==> src/hw/cpu_core_pkg.sv <==
/*
  Constants for the cycle sequencer, stack pointer and internal address map.
  Assumes an 8-bit core in which each i_clk cycle is one phase of a state.
*/
package cpu_core_pkg;

  // machine-cycle states, one-hot
  typedef enum logic [5:0] {
    ST_S1 = 6'b000001,
    ST_S2 = 6'b000010,
    ST_S3 = 6'b000100,
    ST_S4 = 6'b001000,
    ST_S5 = 6'b010000,
    ST_S6 = 6'b100000
  } mstate_t;

  // internal data targets, one-hot except TGT_NONE, which is all zeros
  typedef enum logic [3:0] {
    TGT_NONE  = 4'b0000,
    TGT_LOWER = 4'b0001,
    TGT_UPPER = 4'b0010,
    TGT_SFR   = 4'b0100,
    TGT_MAP   = 4'b1000
  } target_t;

  localparam int          STATES_PER_CYCLE = 6;
  localparam int          PHASES_PER_STATE = 2;
  localparam logic [7:0]  STK_RESET        = 8'h07;
  localparam logic [7:0]  B_RESET          = 8'h00;
  localparam logic [7:0]  STATUS_RESET     = 8'h00;
  localparam logic [7:0]  CFG_RESET        = 8'h00;
  localparam logic [7:0]  PWR_AUX_RESET    = 8'h00;
  localparam logic [15:0] PC_RESET         = 16'h0000;

  localparam logic [7:0]  ADDR_STK         = 8'h81;
  localparam logic [7:0]  ADDR_B           = 8'hf0;
  localparam logic [7:0]  ADDR_STATUS      = 8'hd0;
  localparam logic [7:0]  ADDR_CFG         = 8'hb1;
  localparam logic [7:0]  ADDR_PWR_AUX     = 8'h88;

  localparam int          STATUS_BANK_LO   = 3;
  localparam int          STATUS_BANK_HI   = 4;
  localparam int          CFG_MAP_BIT      = 4;

  localparam logic [15:0] INT_CODE_TOP     = 16'h1fff;
  localparam logic [7:0]  UPPER_BASE       = 8'h80;
  localparam logic [7:0]  BIT_AREA_LO      = 8'h20;
  localparam logic [7:0]  BIT_AREA_HI      = 8'h2f;

endpackage

==> src/hw/cycle_sequencer.sv <==
/*
  Free-running six-state, two-phase machine-cycle counter with address
  latch strobe. Assumes i_clk is the phase clock and i_ce gates all state.
*/
`timescale 1ns/1ps
module cycle_sequencer (
  input  wire logic                 i_clk,
  input  wire logic                 i_srst,
  input  wire logic                 i_ce,
  output cpu_core_pkg::mstate_t     o_state,
  output logic                      o_phase2,
  output logic                      o_ale
);
  import cpu_core_pkg::*;

  mstate_t state_q, state_d;
  logic    phase2_q, phase2_d;

  always_comb begin
    state_d  = state_q;
    phase2_d = phase2_q;
    if (i_ce) begin
      phase2_d = ~phase2_q;
      if (phase2_q) begin
        case (state_q)
          ST_S1:   state_d = ST_S2;
          ST_S2:   state_d = ST_S3;
          ST_S3:   state_d = ST_S4;
          ST_S4:   state_d = ST_S5;
          ST_S5:   state_d = ST_S6;
          default: state_d = ST_S1;
        endcase
      end
    end
  end

  always_ff @(posedge i_clk) begin
    if (i_srst) begin
      state_q  <= ST_S1;
      phase2_q <= 1'b0;
    end else begin
      state_q  <= state_d;
      phase2_q <= phase2_d;
    end
  end

  assign o_state  = state_q;
  assign o_phase2 = phase2_q;
  // strobe spans state1 phase2 to state2 phase1, and state4 phase2 to state5 phase1
  assign o_ale = (phase2_q  && (state_q == ST_S1 || state_q == ST_S4)) ||
                 (!phase2_q && (state_q == ST_S2 || state_q == ST_S5));
endmodule // cycle_sequencer

==> src/hw/data_addr_decoder.sv <==
/*
  Internal data address decoder: picks one target by addressing mode.
  Assumes the map select level comes from the configuration register.
*/
`timescale 1ns/1ps
module data_addr_decoder (
  input  wire logic                 i_valid,
  input  wire logic                 i_indirect,
  input  wire logic [7:0]           i_addr,
  input  wire logic                 i_map_sel,
  output cpu_core_pkg::target_t     o_target,
  output logic                      o_bit_addressable
);
  import cpu_core_pkg::*;

  logic upper;

  always_comb begin
    upper             = (i_addr >= UPPER_BASE);
    o_target          = TGT_NONE;
    o_bit_addressable = 1'b0;
    if (!i_valid) begin
      o_target = TGT_NONE;
    end else if (!upper) begin
      o_target          = TGT_LOWER;
      o_bit_addressable = !i_indirect &&
                          (i_addr >= BIT_AREA_LO) && (i_addr <= BIT_AREA_HI);
    end else if (i_indirect) begin
      o_target = TGT_UPPER;
    end else if (i_map_sel && i_addr == ADDR_PWR_AUX) begin
      o_target = TGT_MAP;
    end else begin
      o_target          = TGT_SFR;
      o_bit_addressable = (i_addr[2:0] == 3'h0);
    end
  end

endmodule // data_addr_decoder

==> src/hw/cpu_cycle_mem_map.sv <==
/*
  Core sequencing and address-space logic: fetch slots, stack pointer,
  secondary operand register, bank select, code space and data map.
  Assumes the instruction decoder drives the op strobes, one cycle each.
*/
// What this block does
// - secondary register is muldiv source, destination, scratch
// - stack pointer increments before push write
// - stack pointer decrements after pop read
// - stack pointer resets to 07h, software accessible
// - machine cycle has six states
// - each state has phase 1, phase 2
// - address strobe twice per machine cycle
// - opcode at state1 phase2, second byte at state 4
// - one-byte instruction: discarded S4 fetch, no increment
// - one-cycle execution ends at state6 phase2
// - select high: internal code up to 1FFFh
// - select low: all fetches external
// - upper 128: indirect RAM, direct registers
// - lower 128 reachable direct and indirect
// - 20h-2Fh bit area; 00h-1Fh four banks
// - one bank active, status bits 3,4
// - first two bank registers are pointers
// - external data address 16 or 8 bits
// - stack anywhere, up to 256 deep
// - mapped registers only while map bit set
// - map bit never cleared by hardware
// - direct registers at addresses xxxxx000 bit-addressable, except mapped 88h
`timescale 1ns/1ps
module cpu_cycle_mem_map (
  input  wire logic                 i_clk,
  input  wire logic                 i_srst,
  input  wire logic                 i_ce,
  input  wire logic                 i_external_code_select,
  input  wire logic [7:0]           i_code_data,
  input  wire logic                 i_two_byte,
  input  wire logic                 i_pc_load,
  input  wire logic [15:0]          i_pc_value,
  input  wire logic                 i_push,
  input  wire logic                 i_pop,
  input  wire logic                 i_muldiv_we,
  input  wire logic [7:0]           i_muldiv_b,
  input  wire logic                 i_da_valid,
  input  wire logic                 i_da_indirect,
  input  wire logic                 i_da_wr,
  input  wire logic [7:0]           i_da_addr,
  input  wire logic [7:0]           i_da_wdata,
  input  wire logic                 i_ptr_sel,
  input  wire logic                 i_xdata_wide,
  input  wire logic [15:0]          i_dptr,
  input  wire logic [7:0]           i_ptr_value,
  output cpu_core_pkg::mstate_t     o_state,
  output logic                      o_phase2,
  output logic                      o_ale,
  output logic                      o_code_fetch,
  output logic [15:0]               o_code_addr,
  output logic                      o_code_internal,
  output logic [7:0]                o_opcode,
  output logic [7:0]                o_operand,
  output logic                      o_exec_done,
  output logic [7:0]                o_stack_top_pointer,
  output logic [7:0]                o_stack_addr,
  output logic [7:0]                o_b_reg,
  output logic [1:0]                o_bank,
  output logic [7:0]                o_ptr_reg_addr,
  output logic [15:0]               o_xdata_addr,
  output cpu_core_pkg::target_t     o_da_target,
  output logic                      o_da_bit_addressable,
  output logic [7:0]                o_da_rdata,
  output logic                      o_sfr_map_select
);
  import cpu_core_pkg::*;

  ////////////////////////////////////////////////////////////////////////////
  // sequencing and address decode

  mstate_t state;
  logic    phase2;
  target_t target;
  logic    map_sel;

  cycle_sequencer u_seq (
    .i_clk    (i_clk),
    .i_srst   (i_srst),
    .i_ce     (i_ce),
    .o_state  (state),
    .o_phase2 (phase2),
    .o_ale    (o_ale)
  );

  data_addr_decoder u_dec (
    .i_valid           (i_da_valid),
    .i_indirect        (i_da_indirect),
    .i_addr            (i_da_addr),
    .i_map_sel         (map_sel),
    .o_target          (target),
    .o_bit_addressable (o_da_bit_addressable)
  );

  logic st1_ph2;
  logic st4_ph2;
  logic st6_ph2;
  assign st1_ph2 = i_ce && phase2 && (state == ST_S1);
  assign st4_ph2 = i_ce && phase2 && (state == ST_S4);
  assign st6_ph2 = i_ce && phase2 && (state == ST_S6);

  ////////////////////////////////////////////////////////////////////////////
  // fetch and program counter

  logic [15:0] pc_q, pc_d;
  logic [7:0]  ir_q, ir_d;
  logic [7:0]  opnd_q, opnd_d;
  logic        done_q, done_d;

  always_comb begin
    pc_d   = pc_q;
    ir_d   = ir_q;
    opnd_d = opnd_q;
    done_d = done_q;
    // pulse is held, not cleared, while the enable is low
    if (i_ce) begin
      done_d = st6_ph2;
    end
    if (st1_ph2) begin
      ir_d = i_code_data;
      pc_d = pc_q + 16'h0001;
    end
    if (st4_ph2) begin
      if (i_two_byte) begin
        opnd_d = i_code_data;
        pc_d   = pc_q + 16'h0001;
      end
      // one-byte form: byte read here is dropped, counter held
    end
    if (i_ce && i_pc_load) begin
      pc_d = i_pc_value;
    end
  end

  always_ff @(posedge i_clk) begin
    if (i_srst) begin
      pc_q   <= PC_RESET;
      ir_q   <= 8'h00;
      opnd_q <= 8'h00;
      done_q <= 1'b0;
    end else begin
      pc_q   <= pc_d;
      ir_q   <= ir_d;
      opnd_q <= opnd_d;
      done_q <= done_d;
    end
  end

  // fetch strobe marks both code reads, including the discarded one
  assign o_code_fetch = phase2 && (state == ST_S1 || state == ST_S4);
  assign o_code_addr  = pc_q;
  assign o_code_internal = i_external_code_select && (pc_q <= INT_CODE_TOP);
  assign o_opcode     = ir_q;
  assign o_operand    = opnd_q;
  assign o_exec_done  = done_q;

  ////////////////////////////////////////////////////////////////////////////
  // register file: stack pointer, secondary register, status, config

  logic [7:0] stk_q, stk_d;
  logic [7:0] b_q, b_d;
  logic [7:0] status_q, status_d;
  logic [7:0] cfg_q, cfg_d;
  logic [7:0] pwr_aux_q, pwr_aux_d;
  logic       sfr_wr;
  logic       map_wr;

  assign sfr_wr = i_ce && i_da_wr && (target == TGT_SFR);
  assign map_wr = i_ce && i_da_wr && (target == TGT_MAP);

  always_comb begin
    stk_d     = stk_q;
    b_d       = b_q;
    status_d  = status_q;
    cfg_d     = cfg_q;
    pwr_aux_d = pwr_aux_q;
    if (sfr_wr && i_da_addr == ADDR_STK) begin
      stk_d = i_da_wdata;
    end
    // stack motion wins over a software write in the same cycle
    if (i_ce && i_push) begin
      stk_d = stk_q + 8'h01;
    end else if (i_ce && i_pop) begin
      stk_d = stk_q - 8'h01;
    end
    if (sfr_wr && i_da_addr == ADDR_B) begin
      b_d = i_da_wdata;
    end
    if (i_ce && i_muldiv_we) begin
      b_d = i_muldiv_b;
    end
    if (sfr_wr && i_da_addr == ADDR_STATUS) begin
      status_d = i_da_wdata;
    end
    if (sfr_wr && i_da_addr == ADDR_CFG) begin
      cfg_d = i_da_wdata;
    end
    if (map_wr) begin
      pwr_aux_d = i_da_wdata;
    end
  end

  always_ff @(posedge i_clk) begin
    if (i_srst) begin
      stk_q     <= STK_RESET;
      b_q       <= B_RESET;
      status_q  <= STATUS_RESET;
      cfg_q     <= CFG_RESET;
      pwr_aux_q <= PWR_AUX_RESET;
    end else begin
      stk_q     <= stk_d;
      b_q       <= b_d;
      status_q  <= status_d;
      cfg_q     <= cfg_d;
      pwr_aux_q <= pwr_aux_d;
    end
  end

  assign map_sel = cfg_q[CFG_MAP_BIT];

  // push writes at the incremented slot, pop reads the current top
  assign o_stack_addr        = i_push ? (stk_q + 8'h01) : stk_q;
  assign o_stack_top_pointer = stk_q;
  assign o_b_reg             = b_q;
  assign o_sfr_map_select    = map_sel;
  assign o_bank              = {status_q[STATUS_BANK_HI], status_q[STATUS_BANK_LO]};
  assign o_ptr_reg_addr      = {3'h0, o_bank, 2'h0, i_ptr_sel};
  assign o_xdata_addr        = i_xdata_wide ? i_dptr : {8'h00, i_ptr_value};
  assign o_da_target         = target;

  // read side; RAM targets are answered by the memories themselves
  always_comb begin
    o_da_rdata = 8'h00;
    if (target == TGT_MAP) begin
      o_da_rdata = pwr_aux_q;
    end else if (target != TGT_SFR) begin
      o_da_rdata = 8'h00;
    end else if (i_da_addr == ADDR_STK) begin
      o_da_rdata = stk_q;
    end else if (i_da_addr == ADDR_B) begin
      o_da_rdata = b_q;
    end else if (i_da_addr == ADDR_STATUS) begin
      o_da_rdata = status_q;
    end else if (i_da_addr == ADDR_CFG) begin
      o_da_rdata = cfg_q;
    end
  end

  assign o_state  = state;
  assign o_phase2 = phase2;
endmodule // cpu_cycle_mem_map

==> config.mk <==
export PLATFORM = sky130hd
export DESIGN_NAME = cpu_cycle_mem_map
export DESIGN_NICKNAME = d
export VERILOG_FILES = /design/src/hw/cpu_core_pkg.sv /design/src/hw/cycle_sequencer.sv /design/src/hw/data_addr_decoder.sv /design/src/hw/cpu_cycle_mem_map.sv
export SDC_FILE = /design/constraint.sdc
export NUM_CORES = 1
export LEC_CHECK = 0
export BUFFER_PORTS_ARGS = -buffer_cell sky130_fd_sc_hd__buf_2
export CAP_MARGIN = 20
export CORE_UTILIZATION = 32
export CTS_BUF_LIST = sky130_fd_sc_hd__clkbuf_16
export CTS_CLUSTER_DIAMETER = 30
export DETAILED_ROUTE_END_ITERATION = 7
export SKIP_LAST_GASP = 1
export SYNTH_ARGS = -nofsm -noshare
export SYNTH_HDL_FRONTEND = slang
export SYNTH_SLANG_ARGS = --single-unit
==> constraint.sdc <==
create_clock -name i_clk -period 3.8 [get_ports i_clk]
set_clock_uncertainty 0.2 [all_clocks]
set_input_delay 0.38 -clock i_clk [delete_from_list [all_inputs] [get_ports i_clk]]
set_output_delay 0.38 -clock i_clk [all_outputs]
set_load 0.03 [all_outputs]
==> results.md, run 1 <==
- Grt ovf: 0
- Max-Cap Viols: 0
- Drt drc: 0
- Starting Density: 0.327
- Die Wd: 124 um
- Ports: 193
- Commonest cells in the netlist: 80 x dfxtp_1, 68 x nand2_1, 55 x o21ai_0, 53 x nor2_1, 51 x a21oi_1
- Total power: 2.18 mW
- Die ar.: 15300 um2
- Fin area: 5950 um2
- Fraction of layout cells with a size suffix above 1: 0.318
- Final worst path period share: 0.751
- Crit Path Class: primary input to primary output
- Placed wire-length estimate: 10700 um
- Vias/cell: 5.18
- DRT Wirelength: 14700 um
- Critical path peak fanout: 9
- Diodes inserted: 0
- Cts repair resizes: 0
- Die Y: 124 um
- Synth Register Bits: 80
- Ys async rst share: 0
- RSZ-0062 raised after global routing: false
- Clk pwr share: 0.387
- GPL Wtd Cong: 0.874
- Worst vdd ir: 237 uV
- Nets: 821
- Filler cell count: 1528
- Slew HR: 0.471
- Post-route setup slack: 0.945 ns
- Syn Inst Count: 581
- TritonRoute pass-1 iters: 4
- Startpoint types: primary input
- Critical R2R Capture: o_code_addr[15]
- Worst r2r src: u_seq.o_state[0]
- Avg Cell Area, Syn: 8.15 um2
- Worst-margin pin slew: 0.792 ns
- Reg-to-reg slack, setup: 1.38 ns
- Place WS: 1.01 ns
- R2r worst-path depth: 6
- Postcts setup bufs: 0
- Largest net degree at the start of global routing: 56
- Crit path required time: 3.22 ns
- Post-layout util: 0.411
- Final setup fails: 0
- Fin. Hold Viols: 0
- Initial DRC count: 295
- Area share of the largest cell type after synthesis: 0.338
- Final hold slack: 0.0324 ns
- Sequential-to-total area share from yosys stat: 0.338
- Root buffer cell: clkbuf_16
- Count leader, synth: dfxtp_1
- Synth area leader: dfxtp_1
- Synth warn: 0
- Hold Path Sink: o_b_reg[4]
- Synthesized area: 4740 um2
- Minimum clock period: 2.85 ns
- Synth unique cells: 66
- Area post-placement: 5660 um2
- P_leak: 2.49 nW
- EDFF count, synth: 0
- CTS max path bufs: 2
- Global-route wire length before repair: 22800 um
- Synth top area cells: dfxtp_1 34%, mux2i_1 7.4%, o21ai_0 5.8%
- Internal: 1.46 mW
- All-Layer GR Usage: 0.195
- Site row count: 44
- Slew Limit Fails: 0
- Multi-input gate area: 2860 um2
- Status: finished clean
- Fmax: 350 MHz
- Via count: 4775
- Register area: 1600 um2
- Layout area overhead: 25.6%
- Clock Latency Late Sink: 0.35 ns
- Vias in the first global route: 4234
- Total CTS buffers: 9
- # hold bufs at CTS: 0
- Initial antenna violation count: 0
- Hold Crit Depth: 3
- Logic pwr share: 0.194
- HP Class: primary input to flop
- Clock sink count: 80
- Fin Setup TNS: 0 ns
- Drt wl/cell: 15.9 um
- Pwr per Cell Area: 367 nW/um2
- H-tree Lvls: 3
- Dpl cells: 905
- Max reg flops: 16
- Worst Hold Launch: i_muldiv_b[4]
- Seq pwr share: 0.420
- Sw frac: 0.329
- DRT antenna net count: 0
- Arrival time of the worst setup path: 2.27 ns
- Setup crit end kind: primary output
- CTS tree: done
- Clock Pin Slew Worst Setup and Hold Paths: 0.06 ns
- Synth Flop Type: dfxtp_1
- Final non-filler cell total: 921
- Port bufs: 185
- Core area: 14500 um2
- NetSw: 717 uW
[worst max-delay path by stage]
stage / startpoint / to / slack, ns
finish: i_da_addr[6] / o_da_rdata[3] / 0.95
global route: i_da_addr[6] / o_da_rdata[0] / 0.80
CTS: o_stack_top_pointer[0] / o_stack_addr[6] / 1.0
detailed placement: i_da_addr[6] / o_da_rdata[1] / 1.01
global placement: i_da_addr[6] / o_da_rdata[3] / 1.03
floorplan: i_da_indirect / o_da_rdata[0] / 1.0
[worst max-delay path, cell delays in order]
cell and delay (ns):
buf_2 0.15, nor2b_1 0.49, and3b_1 0.45, a21oi_1 0.12, o22a_1 0.20, o21ai_0 0.24, buf_2 0.25
[area by class of cell]
cell class,count,area share
Clock buffer,9,0.0379
Clock inverter,7,0.0101
Inverter,5,0.00315
Multi-Input combinational cell,447,0.480
Sequential cell,80,0.269
Tap cell,184,0.0387
Timing Repair Buffer,189,0.161
[cell usage in the layout, fill, tap and decap left out, types with 4 or more instances in the layout]
| master | instances |
|---|---|
| a211oi_1 | 4 |
| nand3_1 | 14 |
| nor2_1 | 53 |
| nor3b_1 | 5 |
| and3_1 | 7 |
| xnor2_1 | 19 |
| a2111oi_2 | 7 |
| nand2_1 | 68 |
| o21ai_0 | 55 |
| inv_6 | 5 |
| buf_2 | 185 |
| clkbuf_16 | 9 |
| conb_1 | 5 |
| nor3_1 | 7 |
| o22a_1 | 8 |
| nor2b_1 | 5 |
| a22oi_1 | 10 |
| inv_1 | 5 |
| and2_1 | 11 |
| a21oi_1 | 51 |
| nor4b_1 | 5 |
| and3b_1 | 5 |
| dfxtp_1 | 80 |
| mux2_2 | 8 |
| nand4_1 | 6 |
| mux2i_1 | 35 |
| buf_4 | 4 |
| o211ai_1 | 4 |
[layer usage]
layer  routed length, um  global-route usage  vias up
met5                   0                   0        -
met4                 235              0.0580        0
met3                1040              0.0481       14
met2                6400               0.306      171
met1                7010               0.263     2208
li1                    -                   -     2382
[power groups by stage]
stage	registers [mW]	logic [mW]	clock network (mW)
6_report	0.915	0.423	0.843
5_1_grt	0.920	0.460	0.901
4_1_cts	0.915	0.425	0.869
3_5_place_dp	0.934	0.423	0
3_3_place_gp	0.934	0.423	0
2_1_floorplan	0.968	0.241	0
[logic make-up after synthesis]
family,Yosys count,synth area share
buffers and inverters,58,0.0616
multiplexers,44,0.0962
AND/OR/NAND/NOR,210,0.233
XOR/XNOR,22,0.0407
flip-flops,80,0.338
other,1,0.000792
AO/OA/AOI/OAI,163,0.222
adder cells (fa/ha/maj),3,0.00793
No activity file was read; power rests on OpenSTA's default activity.
==> inputs of run 2 (changes only) <==
--- a/config.mk
+++ b/config.mk
@@ -5,6 +5,7 @@
 export SDC_FILE = /design/constraint.sdc
 export NUM_CORES = 1
 export LEC_CHECK = 0
+export ABC_AREA = 1
 export BUFFER_PORTS_ARGS = -buffer_cell sky130_fd_sc_hd__buf_2
 export CAP_MARGIN = 20
 export CORE_UTILIZATION = 32
==> constraint.sdc (replaced) <==
create_clock -name i_clk -period 2.7 [get_ports i_clk]
set_clock_uncertainty 0.2 [all_clocks]
set_input_delay 0.27 -clock i_clk [delete_from_list [all_inputs] [get_ports i_clk]]
set_output_delay 0.27 -clock i_clk [all_outputs]
set_load 0.03 [all_outputs]
==> run 2 against run 1 <==
- setup slack lost 0.59 ns
- core utilization grew 2.7 points
- sequential cell count is the same
- sequential power grew 41%
- via count grew 6.8%
- sequential share of layout area shrank 0.75 points
- clock power grew 54%
- wire length shrank 2.4%
- count of clock-buffer cells in the layout is the same
- largest cell class unchanged
- highest routed layer unchanged
==> results.md, run 2 <==
- Slew Limit Fails: 0 (unchanged)
- Initial antenna violation count: 0 (unchanged)
- Synth warn: 0 (unchanged)
- Synth unique cells: 38 (was 66)
- Crit Path Class: flop to primary output (was primary input to primary output)
- Slew HR: 0.448 (was 0.471)
- Clock sink count: 80 (unchanged)
- Placed wire-length estimate: 10800 um (was 10700 um)
- Die Y: 122 um (was 124 um)
- Layout area overhead: 32.2% (was 25.6%)
- Startpoint types: flop (was primary input)
- DRT antenna net count: 0 (unchanged)
- Postcts setup bufs: 0 (unchanged)
- All-Layer GR Usage: 0.194 (was 0.195)
- Fmax: 426 MHz
- R2r worst-path depth: 9 (was 6)
- Sequential-to-total area share from yosys stat: 0.346 (was 0.338)
- Worst-margin pin slew: 0.826 ns (was 0.792 ns)
- Starting Density: 0.331 (was 0.327)
- Pwr per Cell Area: 535 nW/um2 (was 367 nW/um2)
- Filler cell count: 1498 (was 1528)
- Setup crit end kind: primary output (unchanged)
- Most frequent cells in the layout: 185 x buf_2, 131 x nand2_1, 89 x inv_1 (was 185 x buf_2, 80 x dfxtp_1, 68 x nand2_1)
- Fin Setup TNS: 0 ns (unchanged)
- Diodes inserted: 0 (unchanged)
- Fraction of layout cells with a size suffix above 1: 0.274 (was 0.318)
- Ys async rst share: 0 (unchanged)
- DRT Wirelength: 14300 um (was 14700 um)
- Worst r2r src: u_seq.o_phase2 (was u_seq.o_state[0])
- Drt drc: 0 (unchanged)
- Synth Flop Type: dfxtp_1 (unchanged)
- Syn Inst Count: 693 (was 581)
- Hold Crit Depth: 3 (unchanged)
- Critical R2R Capture: o_code_addr[10] (was o_code_addr[15])
- Critical path peak fanout: 7 (was 9)
- Total CTS buffers: 9 (unchanged)
- Via count: 5101 (was 4775)
- GPL Wtd Cong: 0.905 (was 0.874)
- Site row count: 43 (was 44)
- Initial DRC count: 413 (was 295)
- Core area: 14000 um2 (was 14500 um2)
- Clock Pin Slew Worst Setup and Hold Paths: 0.06 ns (about the same)
- CTS tree: done (unchanged)
- RSZ-0062 raised after global routing: false (unchanged)
- Nets: 968 (was 821)
- Max-Cap Viols: 0 (unchanged)
- Drt wl/cell: 13.5 um (was 15.9 um)
- H-tree Lvls: 3 (unchanged)
- Port bufs: 185 (unchanged)
- Clock Latency Late Sink: 0.35 ns (about the same)
- Crit path required time: 2.23 ns (was 3.22 ns)
- Avg Cell Area, Syn: 6.68 um2 (was 8.15 um2)
- Worst Hold Launch: i_pc_value[14] (was i_muldiv_b[4])
- Final worst path period share: 0.869
- Synthesized area: 4630 um2 (was 4740 um2)
- EDFF count, synth: 0 (unchanged)
- Commonest non-fill, non-tap cell in the layout: buf_2 (unchanged)
- Commonest cells in the netlist: 131 x nand2_1, 88 x inv_1, 84 x o21ai_0, 80 x dfxtp_1, 75 x nor2_1 (was 80 x dfxtp_1, 68 x nand2_1, 55 x o21ai_0, 53 x nor2_1, 51 x a21oi_1)
- CTS max path bufs: 2 (unchanged)
- Place WS: 0.505 ns (was 1.01 ns)
- Final setup fails: 0 (unchanged)
- P_leak: 3.02 nW (was 2.49 nW)
- Global-route wire length before repair: 22600 um (was 22800 um)
- Die ar.: 15000 um2 (was 15300 um2)
- Largest net degree at the start of global routing: 37 (was 56)
- Synth top area cells: dfxtp_1 35%, nand2_1 11%, o21ai_0 9.1% (was dfxtp_1 34%, mux2i_1 7.4%, o21ai_0 5.8%)
- Die Wd: 122 um (was 124 um)
- Vias/cell: 4.79 (was 5.18)
- Status: finished clean (unchanged)
- Fin. Hold Viols: 0 (unchanged)
- Synth Register Bits: 80 (unchanged)
- HP Class: primary input to flop (unchanged)
- Arrival time of the worst setup path: 1.88 ns (was 2.27 ns)
- TritonRoute pass-1 iters: 5 (was 4)
- Max reg flops: 16 (unchanged)
- Total power: 3.28 mW (was 2.18 mW)
- Minimum clock period: 2.35 ns
- Hold Path Sink: o_code_addr[14] (was o_b_reg[4])
- Ports: 193 (unchanged)
- Vias in the first global route: 4442 (was 4234)
- Reg-to-reg slack, setup: 0.68 ns (was 1.38 ns)
- Area share of the largest cell type after synthesis: 0.346 (was 0.338)
- Worst vdd ir: 295 uV (was 237 uV)
- Count leader, synth: nand2_1 (was dfxtp_1)
- Grt ovf: 0 (unchanged)
- Root buffer cell: clkbuf_16 (unchanged)
- Post-route setup slack: 0.354 ns (was 0.945 ns)
- Synth area leader: dfxtp_1 (unchanged)
run 2: cell types whose count changed after synthesis, moves of 12 or more:
cell and change:
inv_1 +83, nand2_1 +63, mux2i_1 -34, o21ai_0 +29, nor2_1 +22, nand3_1 +19
xnor2_1 -18, a21oi_1 +15, xor2_1 +12
run 2: power by group:
group          switching (mW)  internal (mW)
registers              0.0560           1.23
clock network           0.497          0.801
logic                   0.464          0.229
run 2: critical path, cell delays in order, from the launching register on:
cell     delay, ns
dfxtp_1       0.47
ha_1          0.23
nand2_1       0.10
nor3_1        0.20
xor2_1        0.24
o21ai_0       0.10
buf_2         0.18
run 2: kinds of logic after synthesis:
logic type | count (synthesis) | synth area share
and+or+nand+nor | 280 | 0.268
AOI/OAI and AO/OA | 168 | 0.188
xor gates and xnor gates | 16 | 0.0303
adders and majority gates | 3 | 0.00811
muxes | 17 | 0.0411
other | 1 | 0.000810
buffers and inverters | 128 | 0.118
DFF | 80 | 0.346
run 2: cell type report:
type	count	area [um2]	area share
inverter	93	349	0.0570
timing repair buffer	206	1130	0.185
tap	180	225	0.0368
clock inverter	7	87.6	0.0143
multi-input combinational	489	2500	0.408
sequential	80	1600	0.262
clock buffer	9	225	0.0368
run 2: metal layers:
layer / vias up / routed length [um] / global-route usage
met2: 180 / 6250 / 0.292
met4: 0 / 289 / 0.0663
met1: 2274 / 6750 / 0.267
met5: - / 0 / 0
met3: 21 / 1030 / 0.0507
li1: 2626 / - / -
run 2: how the worst max path moves through the flow:
stage                                start         endpoint  cells past startpoint
CTS                 o_stack_top_pointer[0]  o_stack_addr[6]                      6
finish              o_stack_top_pointer[0]  o_stack_addr[6]                      6
global route              u_seq.o_state[1]            o_ale                      6
global placement              i_da_addr[5]    o_da_rdata[5]                      9
floorplan           o_stack_top_pointer[0]  o_stack_addr[6]                      5
detailed placement            i_da_addr[4]    o_da_rdata[5]                      9
run 2: repair_timing:
action                                 in CTS  in global routing
endpoints found under the hold margin      15                  0
hold buffers                               15                  0
resized for setup                           0                  0
run 2: metrics by stage:
step           std cells  hold WS [ns]   util  area [um2]
2_1_floorplan        697         0.219      -        4640
3_3_place_gp        1033         0.233  0.404        5660
5_1_grt             1064        0.0100  0.438        6120
6_report            1064        0.0146  0.438        6120
4_1_cts             1064       0.00444  0.438        6120
3_5_place_dp        1033         0.235  0.404        5660
